===== config.mk =====
export PLATFORM = sky130hd
export DESIGN_NAME = cpu_interrupt_request_logic
export DESIGN_NICKNAME = d
export VERILOG_FILES = /design/src/rtl/irq_priority_pick.v /design/src/rtl/cpu_interrupt_request_logic.v
export VERILOG_INCLUDE_DIRS = /design/src /design/src/include
export SDC_FILE = /design/constraint.sdc
export NUM_CORES = 1
export LEC_CHECK = 0
export BUFFER_PORTS_ARGS = -buffer_cell sky130_fd_sc_hd__buf_2
export CELL_PAD_IN_SITES_DETAIL_PLACEMENT = 0
export CELL_PAD_IN_SITES_GLOBAL_PLACEMENT = 1
export CORE_MARGIN = 1
export CORE_UTILIZATION = 40
export DETAILED_ROUTE_END_ITERATION = 8
export HOLD_SLACK_MARGIN = 0.06
export PLACE_DENSITY_LB_ADDON = 0.1
export SYNTH_ARGS = -nofsm -noshare
export SYNTH_HDL_FRONTEND = slang
export SYNTH_SLANG_ARGS = --single-unit

===== constraint.sdc =====
create_clock -name clk_i -period 2.1 [get_ports clk_i]
set_input_delay 0.105 -clock clk_i [delete_from_list [all_inputs] [get_ports clk_i]]
set_output_delay 0.105 -clock clk_i [all_outputs]
set_load 0.01 [all_outputs]

===== src/include/irq_logic_regs.vh =====
`ifndef IRQ_LOGIC_REGS_VH
`define IRQ_LOGIC_REGS_VH
// Register selects on the core's register port
`define REG_SEL_PENDING 2'h0
`define REG_SEL_ENABLES 2'h1
`define REG_SEL_STATUS0 2'h2
// Field positions
`define GIM_BIT 9
`define NUM_SRC 16
`define IDX_W 4
// Reset values
`define PENDING_RESET 16'h0000
`define ENABLES_RESET 16'h0000
`define STATUS0_RESET 16'h0200
// Vector base in program memory, two words per vector
`define VECTOR_BASE 16'h0000
`define VECTOR_NMI 16'h0024
// Cycles the acknowledge stays up while the vector is fetched
`define ACK_CYCLES 2'h2
`endif


===== src/rtl/irq_priority_pick.v =====
`timescale 1ns/1ps
`include "irq_logic_regs.vh"
// Lowest set bit wins; combinational picker
module irq_priority_pick (
    input wire [15:0] req_i,
    output reg found_o,
    output reg [3:0] index_o
);
    integer k;
    // Scan from the top so the lowest bit is written last
    always @* begin
        found_o = 1'b0;
        index_o = 4'h0;
        for (k = `NUM_SRC - 1; k >= 0; k = k - 1) begin
            if (req_i[k]) begin
                found_o = 1'b1;
                index_o = k[3:0];
            end
        end
    end
endmodule


===== src/rtl/cpu_interrupt_request_logic.v =====
`timescale 1ns/1ps
`include "irq_logic_regs.vh"
// Notes on behaviour
// - A 16-bit pending flag register is readable by software.
// - Writing one to a pending bit clears it; zeros leave bits alone.
// - A 16-bit enable register lets each source through when global mode is zero.
// - Bit 9 of the first status register blocks all maskable interrupts when set.
// - The acknowledge output is high while the vector is fetched.
// - On acknowledge, execution is redirected to the source's fixed vector address.
// - Requests come from pins, peripherals and interrupt instructions.
// - The nonmaskable interrupt uses the same acknowledge path and cannot be blocked.
// - A maskable request stays pending until acknowledged.
module cpu_interrupt_request_logic (
    input wire clk_i,
    input wire rst_n_i,
    input wire [15:0] ext_irq_pins_i,
    input wire [15:0] periph_irq_i,
    input wire sw_irq_valid_i,
    input wire [3:0] sw_irq_index_i,
    input wire nmi_pin_i,
    input wire nmi_instr_i,
    input wire cpu_ready_i,
    input wire reg_wr_i,
    input wire [1:0] reg_sel_i,
    input wire [15:0] reg_wdata_i,
    input wire gim_set_i,
    input wire gim_clr_i,
    output reg [15:0] reg_rdata_o,
    output reg [15:0] interrupt_pending_flags_o,
    output reg [15:0] interrupt_source_enables_o,
    output reg global_interrupt_mode_bit_o,
    output reg interrupt_ack_out_o,
    output reg vector_load_o,
    output reg [15:0] vector_addr_o
);
    // Raw asynchronous inputs; the top lane carries the nonmaskable pin
    wire [16:0] raw_in = {nmi_pin_i, ext_irq_pins_i};
    wire [16:0] lvl_all;
    reg [15:0] pin_prev_q;
    reg nmi_prev_q;
    reg [15:0] pending_q, pending_d;
    reg [15:0] enables_q;
    reg [15:0] status0_q;
    reg nmi_pend_q, nmi_pend_d;
    reg [1:0] ack_cnt_q;
    reg ack_busy_q;

    // Only enabled flags compete for service
    wire [15:0] take = pending_q & enables_q;
    wire found;
    wire [3:0] pick_idx;

    irq_priority_pick u_pick (
        .req_i(take),
        .found_o(found),
        .index_o(pick_idx)
    );

    // Address of a vector: two words per slot from the base
    function [15:0] vec_of;
        input [3:0] idx;
        begin
            vec_of = `VECTOR_BASE + {11'h000, idx, 1'b0} + 16'h0002;
        end
    endfunction

    // Write strobe aimed at one register select
    function wr_hit;
        input wr;
        input [1:0] cur;
        input [1:0] sel;
        begin
            wr_hit = wr && (cur == sel);
        end
    endfunction

    wire wr_pending = wr_hit(reg_wr_i, reg_sel_i, `REG_SEL_PENDING);
    wire wr_enables = wr_hit(reg_wr_i, reg_sel_i, `REG_SEL_ENABLES);
    wire wr_status0 = wr_hit(reg_wr_i, reg_sel_i, `REG_SEL_STATUS0);
    wire [15:0] gim_mask = 16'h0001 << `GIM_BIT;

    wire gim = status0_q[`GIM_BIT];
    wire [15:0] pin_rise = lvl_all[15:0] & ~pin_prev_q;
    wire nmi_rise = lvl_all[16] & ~nmi_prev_q;
    // Nonmaskable goes first; a busy acknowledge holds off every new accept
    wire accept_nmi = !ack_busy_q && cpu_ready_i && nmi_pend_q;
    wire accept_mask = !ack_busy_q && cpu_ready_i && !nmi_pend_q && found && !gim;
    wire accept_any = accept_nmi || accept_mask;
    // Mode bit forced on by a set or an accept in the same cycle as a status write
    wire [15:0] gim_force = (gim_set_i || accept_any) ? gim_mask : 16'h0000;

    // Three synchroniser flip-flops plus a level flip-flop per lane; a change counts once stages two and three agree,
    // so a level seen at only one clock edge never reaches the flags
    genvar g;
    generate
        for (g = 0; g < `NUM_SRC + 1; g = g + 1) begin : g_sync
            reg s1_q;
            reg s2_q;
            reg s3_q;
            reg lvl_q;
            always @(posedge clk_i or negedge rst_n_i) begin
                if (!rst_n_i) begin
                    s1_q <= 1'b0;
                    s2_q <= 1'b0;
                    s3_q <= 1'b0;
                    lvl_q <= 1'b0;
                end else begin
                    s1_q <= raw_in[g];
                    s2_q <= s1_q;
                    s3_q <= s2_q;
                    if (s2_q == s3_q) begin
                        lvl_q <= s3_q;
                    end
                end
            end
            assign lvl_all[g] = lvl_q;
        end
    endgenerate

    // Previous filtered levels; reset low matches idle pins, so no false edge follows
    always @(posedge clk_i or negedge rst_n_i) begin
        if (!rst_n_i) begin
            pin_prev_q <= 16'h0000;
            nmi_prev_q <= 1'b0;
        end else begin
            pin_prev_q <= lvl_all[15:0];
            nmi_prev_q <= lvl_all[16];
        end
    end

    // Pending flags: sets win over software clear and acknowledge clear
    always @* begin
        pending_d = pending_q;
        if (wr_pending) begin
            pending_d = pending_d & ~reg_wdata_i;
        end
        if (accept_mask) begin
            pending_d[pick_idx] = 1'b0;
        end
        // Held until acknowledged; no mask gating on capture
        pending_d = pending_d | pin_rise | periph_irq_i;
        if (sw_irq_valid_i) begin
            pending_d[sw_irq_index_i] = 1'b1;
        end
        // Nonmaskable request: acknowledge clears, a new edge or instruction sets
        nmi_pend_d = nmi_pend_q;
        if (accept_nmi) begin
            nmi_pend_d = 1'b0;
        end
        if (nmi_rise || nmi_instr_i) begin
            nmi_pend_d = 1'b1;
        end
    end

    // Register state and acknowledge sequencing
    always @(posedge clk_i or negedge rst_n_i) begin
        if (!rst_n_i) begin
            pending_q <= `PENDING_RESET;
            enables_q <= `ENABLES_RESET;
            status0_q <= `STATUS0_RESET;
            nmi_pend_q <= 1'b0;
            ack_cnt_q <= 2'h0;
            ack_busy_q <= 1'b0;
        end else begin
            pending_q <= pending_d;
            nmi_pend_q <= nmi_pend_d;
            if (wr_enables) begin
                enables_q <= reg_wdata_i;
            end
            if (wr_status0) begin
                // A set in the same cycle as a software write still wins
                status0_q <= reg_wdata_i | gim_force;
            end else if (gim_set_i || accept_any) begin
                // Entering a service routine masks further maskable requests
                status0_q[`GIM_BIT] <= 1'b1;
            end else if (gim_clr_i) begin
                status0_q[`GIM_BIT] <= 1'b0;
            end
            // Acknowledge window: the counter runs down while the vector is fetched
            if (accept_any) begin
                ack_busy_q <= 1'b1;
                ack_cnt_q <= `ACK_CYCLES;
            end else if (ack_busy_q) begin
                ack_cnt_q <= ack_cnt_q - 2'h1;
                if (ack_cnt_q == 2'h1) begin
                    ack_busy_q <= 1'b0;
                end
            end
        end
    end

    // Registered outputs
    always @(posedge clk_i or negedge rst_n_i) begin
        if (!rst_n_i) begin
            reg_rdata_o <= 16'h0000;
            interrupt_pending_flags_o <= `PENDING_RESET;
            interrupt_source_enables_o <= `ENABLES_RESET;
            global_interrupt_mode_bit_o <= 1'b1;
            interrupt_ack_out_o <= 1'b0;
            vector_load_o <= 1'b0;
            vector_addr_o <= 16'h0000;
        end else begin
            // Read data lags the select by one clock
            case (reg_sel_i)
                `REG_SEL_PENDING: reg_rdata_o <= pending_q;
                `REG_SEL_ENABLES: reg_rdata_o <= enables_q;
                `REG_SEL_STATUS0: reg_rdata_o <= status0_q;
                default: reg_rdata_o <= 16'h0000;
            endcase
            interrupt_pending_flags_o <= pending_q;
            interrupt_source_enables_o <= enables_q;
            global_interrupt_mode_bit_o <= gim;
            interrupt_ack_out_o <= accept_nmi || accept_mask || (ack_busy_q && ack_cnt_q != 2'h1);
            vector_load_o <= accept_nmi || accept_mask;
            // Address holds between accepts for a late re-fetch
            if (accept_nmi) begin
                vector_addr_o <= `VECTOR_NMI;
            end else if (accept_mask) begin
                vector_addr_o <= vec_of(pick_idx);
            end
        end
    end
endmodule


; ---- Yosys cells after proc, flatten, opt, wreduce, memory -nomap -nowiden
; Cells that the tools add are included.
[classes]
add_sub_neg = 2
n_lt_le_gt_ge = 4
n_eq_ne = 21
n_mux = 53
n_bitwise = 13
n_reduce_logical = 23
[ops]
columns = operator, n
row1 = 16-bit 2-to-1 mux, 5
row2 = 16-bit bitwise AND, 4
row3 = 4-bit 2-to-1 mux, 16
row4 = 16-bit NOT, 3
row5 = 16-bit OR, 3
row6 = 16-bit case mux with 3 select lines, 1
row7 = 1-bit 2-to-1 mux, 26
row8 = 1-bit equality test, 17
row9 = 16-bit by 10-bit OR with 16-bit output, 1
row10 = 1-bit logical AND, 11
row11 = 4-bit by 5-bit less-than comparator with 1-bit output (second input constant), 2
row12 = 10-bit 2-to-1 mux, 1
row13 = 1-bit demux with 4-bit select, 2
row14 = 4-bit by 1-bit >= comparator with 1-bit output (second input constant), 2
row15 = 5-bit by 2-bit adder with 6-bit output (second input constant), 1
row16 = 2-bit nonzero test, 3
row17 = 2-bit by 1-bit equality test with 1-bit output (second input constant), 2
row18 = 1-bit logical OR, 4
row19 = 2-bit 2-to-1 mux, 2
row20 = 1-bit logical NOT, 3
row21 = 3-bit nonzero test, 1
row22 = 2-bit equality test (second input constant), 1
row23 = 2-bit logical NOT, 1
row24 = 2-bit by 1-bit inequality test with 1-bit output (second input constant), 1
row25 = 3 further kinds, 3
[word_totals]
ff_bits = 204
in_bits = 63
output_inout_bits = 67
wordCells = 200

; ---- Longest topological paths before layout
; Gate-level depths: netlist of the first run.
[logic_depth]
depth_word = 28
depth_mapped = 9
ltp_nobuf = 9

; ---- Cells and area by module
; From an unflattened synthesis of the first run, not the netlist that was laid out.
[unflattened]
cells_unflattened = 524
area_unflattened_um2 = 6976.7
[by_module_without_submodules]
columns = module, instances, cells_per_inst, area_each_um2, seq_area_each_um2
row1 = cpu_interrupt_request_logic, 1, 491, 6797.8, 4807.1
row2 = irq_priority_pick, 1, 33, 178.9, 0.0

; ---- Least setup slack after synthesis of the first run
; No wires, ideal clock.
[synth_timing]
kind = register to register
startpoint = reg pending_q[12]
endpoint = reg pending_q[2]
setup_time_ns = 0.149
arrival_ns = 1.887
required_time_ns = 1.951
setup_slack_ns = 0.063
path_stages_with_launch = 8
n_path_buf = 0
synth_period_minus_slack_ns = 2.037
cell_sequence = dfrtp_1 a221o_1 a41o_1 a31oi_1 ha_1 nand2_1 o211ai_1 o311ai_0
[synth_via]
elab_chain_len = 25
word_cells_on_any_way = 41
cone_classes = 2 x order compare / 30 x mux / 6 x bitwise / 3 x reduce/logical
[synth_rtl]
columns = element, line
row1 = "start, declared", cpu_interrupt_request_logic.v:41  ; reg [15:0] pending_q, pending_d;
row2 = "start signal, assigned", cpu_interrupt_request_logic.v:158  ; pending_q <= `PENDING_RESET;
row3 = "start signal, assigned", cpu_interrupt_request_logic.v:165  ; pending_q <= pending_d;
row4 = 16-bit bitwise AND (*), cpu_interrupt_request_logic.v:49  ; wire [15:0] take = pending_q & enables_q;
row5 = 4-bit 2-to-1 mux (13 in a row), irq_priority_pick.v:15  ; if (req_i[k]) begin
row6 = 4-bit by 5-bit less-than comparator with 1-bit output (not written as such) or 4-bit by 1-bit >= comparator with 1-bit output (tied branches), cpu_interrupt_request_logic.v:138  ; pending_d[pick_idx] = 1'b0;
row7 = 1-bit logical AND (not written as such), cpu_interrupt_request_logic.v:138
row8 = 1-bit 2-to-1 mux (not written as such), cpu_interrupt_request_logic.v:138
row9 = 1-bit demux with 4-bit select, cpu_interrupt_request_logic.v:138
row10 = 16-bit NOT (no line), -
row11 = 16-bit bitwise AND (no line), -
row12 = 16-bit 2-to-1 mux (*), cpu_interrupt_request_logic.v:137  ; if (accept_mask) begin
row13 = 16-bit OR (*) (2 in a row), cpu_interrupt_request_logic.v:141  ; pending_d = pending_d | pin_rise | periph_irq_i;
row14 = 16-bit OR (no line), -
row15 = 16-bit 2-to-1 mux (*), cpu_interrupt_request_logic.v:142  ; if (sw_irq_valid_i) begin
row16 = net pending_d[2], cpu_interrupt_request_logic.v:41
; The timed path passes the listed nets; every way through them passes the cells marked *.
; A chain may end at the register's enable or synchronous reset.

; ---- Final worst setup path of the first run
[layout_timing]
startpoint = reg enables_q[14]
endpoint = reg vector_addr_o[4]
[layout_via]
elab_chain_len = 19
word_cells_on_any_way = 37
cone_classes = 1 x add/sub / 32 x mux / 1 x bitwise / 3 x reduce/logical
[layout_rtl]
columns = element, line
row1 = "start, declared", cpu_interrupt_request_logic.v:42  ; reg [15:0] enables_q;
row2 = "start signal, assigned", cpu_interrupt_request_logic.v:159  ; enables_q <= `ENABLES_RESET;
row3 = "start signal, assigned", cpu_interrupt_request_logic.v:168  ; enables_q <= reg_wdata_i;
row4 = 16-bit bitwise AND (*), cpu_interrupt_request_logic.v:49
row5 = 4-bit 2-to-1 mux or 1-bit 2-to-1 mux (tied branches) (15 in a row), irq_priority_pick.v:15
row6 = 5-bit by 2-bit adder with 6-bit output (no line) or 1-bit logical AND (tied branches), -
row7 = 16-bit 2-to-1 mux or 1-bit logical AND (tied branches), "cpu_interrupt_request_logic.v:218, cpu_interrupt_request_logic.v:87"
row8 = 16-bit 2-to-1 mux or 2-bit nonzero test (tied branches), -
row9 = "end signal, assigned", cpu_interrupt_request_logic.v:217  ; vector_addr_o <= `VECTOR_NMI;
row10 = "end signal, assigned", cpu_interrupt_request_logic.v:219  ; vector_addr_o <= vec_of(pick_idx);
row11 = "end, declared", cpu_interrupt_request_logic.v:34  ; output reg [15:0] vector_addr_o
; Every way passes the cells marked *; elsewhere a longest branch is shown, timed or not. The select of a mux whose other input is x is not followed.

==> results of run 1 <==
## worst max path at each step
stage	startpoint	end	slack [ns]	cells past startpoint
2_1_floorplan	pending_q[12]	pending_q[2]	0.06	7
3_3_place_gp	pending_q[14]	pending_q[2]	-0.02	8
3_5_place_dp	pending_q[14]	pending_q[2]	-0.14	8
4_1_cts	pending_q[14]	pending_q[1]	-0.01	8
5_1_grt	enables_q[14]	pending_q[1]	-0.19	8
6_report	enables_q[14]	vector_addr_o[4]	-0.03	9
## worst register-to-register path, delay by kind of cell, from the launching register on
kind / cells / cell delay [ns]
AOI/OAI and AO/OA: 6 / 1.18
buffers and inverters: 3 / 0.43
DFF: 1 / 0.40
## power groups by stage
stage          sequential [mW]  clock (mW)  combinational [mW]
2_1_floorplan             4.42           0               0.583
3_3_place_gp              4.36           0                1.27
3_5_place_dp              4.38           0                1.28
4_1_cts                   4.31        3.28                1.40
5_1_grt                   4.36        3.43                1.58
6_report                  4.31        3.19                1.43
## synthesized netlist by cell type, drive strengths merged, types with 4 or more instances
cell type / instances
a21oi: 10
a221oi: 6
a22oi: 7
and2: 4
and3: 5
buf: 17
clkbuf: 6
dfrtp: 190
inv: 21
maj3: 17
mux2: 31
mux2i: 16
nand2: 68
nand2b: 4
nand3: 10
nand3b: 5
nor2: 5
nor2b: 6
o211ai: 17
o21ai: 31
## cells in the final DEF (no fill, tap or decap), types with 11 or more instances in the layout
| cell | instances |
|---|---|
| buf_2 | 117 |
| buf_4 | 49 |
| clkbuf_16 | 17 |
| conb_1 | 11 |
| dfrtp_1 | 190 |
| dlygate4sd3_1 | 56 |
| inv_1 | 21 |
| maj3_1 | 17 |
| mux2_2 | 31 |
| mux2i_1 | 16 |
| nand2_1 | 66 |
| o211ai_1 | 17 |
| o21ai_0 | 28 |
## stage by stage
| stage | util, % | total power [mW] | TNS (ns) | setup WS (ns) |
|---|---|---|---|---|
| floorplan | - | 5.00 | 0 | 0.0633 |
| global placement | 48.4 | 5.63 | -0.0390 | -0.0207 |
| detailed placement | 48.4 | 5.66 | -0.591 | -0.137 |
| CTS | 55.5 | 8.99 | -0.0126 | -0.0126 |
| global route | 56.0 | 9.37 | -1.43 | -0.186 |
| finish | 56.0 | 8.93 | -0.109 | -0.0283 |
## routing by layer
| layer | GRT usage (%) | wire [um] | up-vias |
|---|---|---|---|
| met5 | 0 | 0 | - |
| li1 | - | - | 2228 |
| met2 | 31.8 | 7920 | 108 |
| met1 | 26.3 | 7720 | 2319 |
| met3 | 3.81 | 482 | 10 |
| met4 | 6.25 | 174 | 0 |
## cells by family after synthesis
logic type	Yosys count	share of synthesized area [%]
DFF	192	69.6
and+or+nand+nor	116	7.97
AOI/OAI and AO/OA	89	8.82
muxes	47	7.37
buffers and inverters	44	3.08
adders and majority gates	20	3.01
other	1	0.0543
xor gates and xnor gates	1	0.127
## what timing repair did
action	CTS	global route
resized for setup	7	13
hold buffers	56	0
setup buffers	2	5
setup endpoints to repair	8	16
hold endpoints to repair	118	0
pin swaps	5	12
## flip-flops by register name (all words and copies together), names as in the netlist, 17 cells and up
register,count
g_sync.s1_q,17
g_sync.s3_q,17
g_sync.s2_q,17
g_sync.lvl_q,17
## cell type report
cell class / count / share of cell area (%)
sequential: 192 / 51.4
timing repair buffer: 227 / 17.1
clock inverter: 10 / 1.34
clock buffer: 22 / 4.96
inverter: 21 / 0.842
tap: 220 / 2.94
multi-input combinational: 284 / 21.5
==> impl_metrics.yaml, run 1 <==
outcome:
  violations: "setup timing"
  status: "finished, violations left"
drt:
  post_drt_wl_per_cell_um: 16.7
  via_per_inst: 4.78
  post-route-drc-count: 0
  dr_total_vias: 4665
  drt_pass1_iterations: 4
  initialDrtViolationCount: 230
  ant_nets: 0
  wl_mm: 16.3
grt:
  grt_max_degree: 58
  grt_usage_pct: 19.5
  grt_pass1_vias: 4693
  overflow: 0
  grt_pass1_wl_mm: 25.8
  grt_antenna_before_repair: 0
sta:
  relSlewSlack_pct: 55.3
  clock.fmax_ghz: 0.470
  worst_hold_slack_ns: 0.0836
  worst_pin_slew_ns: 0.669
  finClkSkew_ns: 0.00941
  rsz0062_at_grt: "true"
  period_share_pct: 101
  finalHoldViolCount: 0
  fin_crit_ns: 2.13
  finalSetupViolCount: 7
  drv_slew: 0
  setup_slack_ns: -0.0283
final_layout:
  finalNonFillerCells: 976
  area_delta_synth_final_pct: 35.5
  fin_nets: 809
  register_area_sq_um: 4810
  drive_gt1_share_pct: 32.9
  multiInputGateArea_sq_um: 2010
  diodes: 0
  fillers: 1432
  final_cell_area_sq_um: 9360
yosys:
  yosysSeqAreaShare_pct: 69.6
  synth_cell_types: 44
  yosysTopAreaCell: "dfrtp_1"
  synth_ff_type: "dfrtp_1"
  synth.area.top_cells: "dfrtp_1, mux2_2, nand2_1, maj3_1, mux2i_1"
  synth_edf_count: 0
  yosysWarnings: 0
  async_flop_share_pct: 100
  syn_area_sq_um: 6910
  synth_cells: 510
  avgSynthCellArea_sq_um: 13.5
  yosys.area.top_type_share_pct: 68.8
  ys_seq_elements: 192
setup_path:
  worstPathCellList: "buf_4, a22oi_2, a221o_1, a41o_1, buf_4, o31ai_4, buf_6, a21oi_2, a211o_1"
  slowest_stage: "dfrtp_1"
  slowest_delay_ns: 0.40
  cp_max_fo: 4
  worst_setup_path_end_kind: "register"
  crit_buf_inv: 3
  reg2reg_to: "vector_addr_o[4]"
  path_delay_family: "compound AO/OA/AOI/OAI gates"
  r2r_start: "enables_q[14]"
  reg2regPathDepth: 9
  start_kind: "register"
  cp.required_ns: 2.41
  cp_data_arrival_time_ns: 2.44
  critical_path_class: "register to register"
  cpMostUsedCell: "buf_4"
  rrSetupSlack_ns: -0.03
floorplan:
  io_pins: 130
  fp-row-count: 47
  core_area_sq_um: 16700
  die_w_um: 133
  die_h_um: 133
  initial_core_util_pct: 41.4
  die-area_sq_um: 17800
placement:
  place_area_sq_um: 8080
  gp_congestion: 0.866
  dp.cells: 882
  port_buffers: 118
  dpl.hpwl_mm: 11.8
clock_network:
  clockBufferDepth: 2
  cts.htree.levels: 4
  clock-sinks: 192
  numCtsBuffers: 17
  cts_tree: "done"
  path_clk_slew_ns: 0.07
  cts_root_buf: "clkbuf_16"
  clkLatencyLatePin_ns: 0.42
power:
  switching_power_mw: 2.31
  power.share.combinational_pct: 16.0
  p_int_mw: 6.63
  swShare_pct: 25.8
  power_density_nw_per_um2: 954
  seqPwrFrac_pct: 48.3
  ir_drop_v: 0.000594
  p_clk_share_pct: 35.7
  leakagePower_nw: 4.29
flow_run:
  maxCapViolations: 0
hold_path:
  hold_path_class: "input port to register"
  hp-start: "cpu_ready_i"
  holdPathStages: 4
  whs_endpoint: "vector_addr_o[1]"
Note: power is estimated with default switching activity, not from simulation.
==> inputs of run 2 (changes only) <==
- PLACE_DENSITY: not set -> 0.82
- PLACE_DENSITY_LB_ADDON: 0.1 -> not set
- SYNTH_HIERARCHICAL: not set -> 1
==> run 2 against run 1 <==
  * The run still ends with setup timing left
  * Fmax about the same
  * Non-clock buffer count decreased by 2
  * Clock power decreased by 4%
  * Register-to-register slack about the same
  * Worst setup slack got worse by 0.00053 ns
  * Count of clock-buffer cells in the layout decreased by 5
  * Largest power group unchanged
==> impl_metrics.yaml, run 2 <==
yosys:
  yosysSeqAreaShare_pct: 68.9
  avgSynthCellArea_sq_um: 13.3
  synth_edf_count: 0
  synth_common_cells: "dfrtp_1, nand2_1, o21ai_0"
  yosysWarnings: 6
  synth.area.top_cells: "dfrtp_1, mux2_2, o21ai_0, nand2_1, maj3_1"
  synth_ff_type: "dfrtp_1"
  async_flop_share_pct: 100
  yosys.area.top_type_share_pct: 68.1
  syn_area_sq_um: 6980
  yosysMostFrequentCell: "dfrtp_1"
  synth_cells: 524
  yosysTopAreaCell: "dfrtp_1"
  ys_seq_elements: 192
  synth_cell_types: 46
outcome:
  violations: "setup timing"
  status: "finished, violations left"
sta:
  fin_crit_ns: 2.13
  relSlewSlack_pct: 62.2
  period_share_pct: 101
  clock.fmax_ghz: 0.470
  setup_slack_ns: -0.0289
  worst_pin_slew_ns: 0.566
  finClkSkew_ns: 0.00989
  finalHoldViolCount: 0
  finalSetupViolCount: 8
  drv_slew: 0
  rsz0062_at_grt: "true"
grt:
  grt_antenna_before_repair: 3
  grt_max_degree: 72
  overflow: 0
  grt_pass1_vias: 4827
  grt_pass1_wl_mm: 24.9
  grt_usage_pct: 18.3
power:
  leakagePower_nw: 4.31
  power_mw: 9.00
  ir_drop_v: 0.000598
  power_density_nw_per_um2: 937
floorplan:
  die-area_sq_um: 18000
  core_area_sq_um: 16800
  fp-row-count: 47
  initial_core_util_pct: 41.5
  die_w_um: 134
  io_pins: 130
  die_h_um: 134
clock_network:
  numCtsBuffers: 17
  cts_root_buf: "clkbuf_16"
  clockBufferDepth: 2
  cts.htree.levels: 4
  clock-sinks: 192
  clkLatencyLatePin_ns: 0.43
  path_clk_slew_ns: 0.07
  cts_tree: "done"
final_layout:
  drive_gt1_share_pct: 38.4
  fillers: 1400
  fin_nets: 820
  final_util_pct: 57.1
  multiInputGateArea_sq_um: 2270
  layout_commonest_cell: "dfrtp_1"
  area_delta_synth_final_pct: 37.7
  final_cell_area_sq_um: 9610
  register_area_sq_um: 4810
  layout_common_cells: "dfrtp_1, buf_2, dlygate4sd3_1"
  finalNonFillerCells: 987
setup_path:
  cp_max_fo: 3
  cp_data_arrival_time_ns: 2.47
  critical_path_class: "register to register"
  cp.required_ns: 2.45
  worstPathCellList: "and2_4, inv_1, a21oi_1, o311a_2, o22ai_4, buf_6, clkinvlp_4, ha_4, nand2_4, nor3_1, o221ai_1"
  start_kind: "register"
  slowest_stage: "dfrtp_1"
  slowest_delay_ns: 0.38
  worst_setup_path_end_kind: "register"
drt:
  wl_mm: 15.9
  initialDrtViolationCount: 294
  drt_pass1_iterations: 5
  via_per_inst: 4.87
  dr_total_vias: 4805
  post-route-drc-count: 0
  ant_nets: 0
  post_drt_wl_per_cell_um: 16.1
placement:
  place_ws_ns: -0.160
  dp.cells: 888
  dpl.hpwl_mm: 11.2
  gp_congestion: 0.888
  place_area_sq_um: 8100
  port_buffers: 118
hold_path:
  hold_path_class: "input port to register"
flow_run:
  maxCapViolations: 0
## run 2: changes by cell type in the layout (fill, tap and decap cells not counted), moves of 8 or more
cell and delta:
and2_4 +8, nand2_1 -23, o211ai_1 -14, nor3_2 +9, o21ai_0 +9, nand3_1 -8
## run 2: worst max-delay path, delay by kind of cell (launching register included)
| kind | cells | cell delay (ns) |
|---|---|---|
| compound gates | 4 | 0.82 |
| flops | 1 | 0.38 |
| buf+inv | 3 | 0.35 |
| simple gates | 3 | 0.28 |
| fa+ha+maj | 1 | 0.21 |
## run 2: worst paths after layout
path / endpoint / cells past startpoint / from / slack [ns]
worst max register to register: pending_q[14] / 11 / pending_q[14] / -0.03
worst min register to register: g_sync[8].s2_q / 0 / g_sync[8].s1_q / 0.35
worst min-delay path: pending_q[3] / 3 / sw_irq_index_i[1] / 0.09
min in group asynchronous: interrupt_source_enables_o[10] / 2 / rst_n_i / 0.10
max in group asynchronous: g_sync[16].s3_q / 3 / rst_n_i / 1.21
worst max-delay path: pending_q[14] / 11 / pending_q[14] / -0.03
## run 2: final cells by class
| type | instances | area share, % |
|---|---|---|
| multi-input combinational | 290 | 23.6 |
| inverter | 26 | 1.06 |
| sequential | 192 | 50.0 |
| clock buffer | 17 | 4.43 |
| timing repair buffer | 225 | 16.5 |
| tap | 220 | 2.87 |
| clock inverter | 15 | 1.47 |
| antenna | 2 | 0.0521 |
## run 2: metrics by stage
stage	hold WS (ns)	TNS, ns
6_report	0.0925	-0.124
5_1_grt	0.106	-1.21
4_1_cts	0.0632	-0.0352
3_5_place_dp	-0.0251	-0.436
3_3_place_gp	-0.0254	-0.218
2_1_floorplan	-0.191	0
## run 2: cell families after synthesis
| group | after synthesis | share of synthesized area, % |
|---|---|---|
| AO/OA/AOI/OAI | 84 | 7.44 |
| XOR/XNOR | 3 | 0.377 |
| adder cells (fa/ha/maj) | 22 | 3.34 |
| buffers and inverters | 52 | 3.51 |
| flip-flops | 192 | 68.9 |
| multiplexers | 47 | 7.30 |
| other | 1 | 0.0538 |
| AND/OR/NAND/NOR | 123 | 9.07 |
## run 2: routing by layer
metal  GRT usage (%)  routed length, um
met5               0                 13
met4            7.24                400
met3            4.50                938
met2            28.5               7490
met1            24.9               7030
## run 2: timing repair
item / 4_1_cts / 5_1_grt
gates resized for setup: 12 / 61
hold endpoints to repair: 259 / 0
hold buffers: 54 / 0
pin swaps: 5 / 29
endpoints found under the setup margin: 11 / 22
cloned: 0 / 1
setup buffers: 2 / 8
## run 2: power breakdown
part | switching [mW] | internal [mW]
Combinational | 0.845 | 0.788
Clock | 1.49 | 1.58
Sequential | 0.205 | 4.10
Total | 2.54 | 6.46
==> inputs of run 3 (changes only) <==
- PLACE_DENSITY: 0.82 -> not set
- PLACE_DENSITY_LB_ADDON: not set -> 0.1
==> run 3 against run 2 <==
  * The flow still finishes with violations (setup timing)
  * Worst setup slack better by 0.016 ns
  * Sequential power about the same
  * Core utilization up 1.3 points
  * Cell area up 2.2%
  * Register-to-register slack better by 0.02 ns
  * Critical path depth down 2
  * Global-route usage up 1.1 points
  * Highest routed layer is now met4
==> impl_metrics.yaml, run 3 (synthesis gave the netlist of run 2 again) <==
final_layout:
  final_util_pct: 58.4
  diodes: 0
  fillers: 1390
  final_cell_area_sq_um: 9820
  register_area_sq_um: 4810
  multiInputGateArea_sq_um: 2300
  area_delta_synth_final_pct: 40.7
  layout_common_cells: "dfrtp_1, buf_2, buf_4"
  fin_nets: 839
  layout_commonest_cell: "dfrtp_1"
  drive_gt1_share_pct: 39.0
  finalNonFillerCells: 1004
sta:
  setup_tns_ns: -0.0277
  worst_pin_slew_ns: 0.615
  finClkSkew_ns: 0.0101
  drv_slew: 0
  rsz0062_at_grt: "true"
  finalHoldViolCount: 0
  fin_crit_ns: 2.11
  relSlewSlack_pct: 59.0
  period_share_pct: 101
  worst_hold_slack_ns: 0.100
  finalSetupViolCount: 3
  clock.fmax_ghz: 0.473
  setup_slack_ns: -0.0131
clock_network:
  clock-sinks: 192
  cts_tree: "done"
  clockBufferDepth: 2
  cts_root_buf: "clkbuf_16"
  clkLatencyLatePin_ns: 0.44
  path_clk_slew_ns: 0.07
  numCtsBuffers: 17
  cts.htree.levels: 4
drt:
  dr_total_vias: 4755
  initialDrtViolationCount: 192
  wl_mm: 16.6
  post-route-drc-count: 0
  via_per_inst: 4.74
  ant_nets: 0
  post_drt_wl_per_cell_um: 16.5
  drt_pass1_iterations: 4
setup_path:
  start_kind: "register"
  cp.required_ns: 2.42
  cp_max_fo: 4
  worst_setup_path_end_kind: "register"
  critical_path_class: "register to register"
  rrSetupSlack_ns: -0.01
  cp_data_arrival_time_ns: 2.43
floorplan:
  die-area_sq_um: 18000
  die_h_um: 134
  io_pins: 130
  fp-row-count: 47
  initial_core_util_pct: 41.5
  die_w_um: 134
  core_area_sq_um: 16800
power:
  power_density_nw_per_um2: 936
  leakagePower_nw: 4.42
  power_mw: 9.19
  ir_drop_v: 0.000607
  swShare_pct: 26.6
  seqPwrFrac_pct: 46.4
  p_clk_share_pct: 34.4
  p_int_mw: 6.74
  power.share.combinational_pct: 19.2
  switching_power_mw: 2.45
outcome:
  violations: "setup timing"
  status: "finished, violations left"
flow_run:
  maxCapViolations: 0
grt:
  overflow: 0
  grt_antenna_before_repair: 0
  grt_pass1_wl_mm: 25.8
  grt_usage_pct: 19.4
  grt_max_degree: 73
  grt_pass1_vias: 4786
hold_path:
  hold_path_class: "input port to register"
placement:
  dp.cells: 900
  gp_congestion: 0.890
  place_ws_ns: -0.272
  place_area_sq_um: 8190
  port_buffers: 118
  dpl.hpwl_mm: 11.7
## run 3: final cells by class
| type | count | area share [%] |
|---|---|---|
| clock buffer | 19 | 4.51 |
| clock inverter | 13 | 1.40 |
| inverter | 26 | 1.02 |
| multi-input combinational | 290 | 23.4 |
| sequential | 192 | 49.0 |
| tap | 220 | 2.80 |
| timing repair buffer | 244 | 17.9 |
## run 3: metal layers
layer  up-vias  global-route usage (%)  part of all wire (%)
li1       2278                       -                     -
met1      2341                    25.6                    45
met2       121                    31.3                    49
met3        15                    4.99                   4.5
met4         0                    6.62                   1.3
met5         -                       0                     0
## run 3: repair_timing
action,CTS,global route
resized for setup,23,57
pin swaps,12,29
setup buffers,6,12
endpoints found under the setup margin,20,20
endpoints found under the hold margin,134,0
hold buffers,54,0
## run 3: path summary, 6_finish.rpt
| kind | depth (start not counted) | endpoint | from |
|---|---|---|---|
| hold reg to reg | 0 | g_sync[12].s2_q | g_sync[12].s1_q |
| setup reg to reg | 9 | vector_addr_o[5] | pending_q[10] |
| max in group asynchronous | 3 | pending_q[15] | rst_n_i |
| setup / recovery | 9 | vector_addr_o[5] | pending_q[10] |
| min in group asynchronous | 2 | interrupt_source_enables_o[6] | rst_n_i |
| hold / removal | 3 | pending_q[10] | sw_irq_valid_i |
## run 3: critical path, cell delays in order (launching register included)
cell and delay [ns]:
dfrtp_1 0.38, and2_4 0.19, nor4_4 0.29, and3_4 0.23, nand4_1 0.21, buf_4 0.23, nand2_4 0.06, buf_6 0.10
nor3_4 0.03, a221o_1 0.27
## run 3: power by group through the flow
stage	combinational [mW]	sequential, mW	clock [mW]
after global placement	1.32	4.32	0
after global routing	1.91	4.31	3.40
final	1.76	4.27	3.16
after floorplan	0.601	4.40	0
after detailed placement	1.35	4.34	0
after CTS	1.52	4.27	3.23
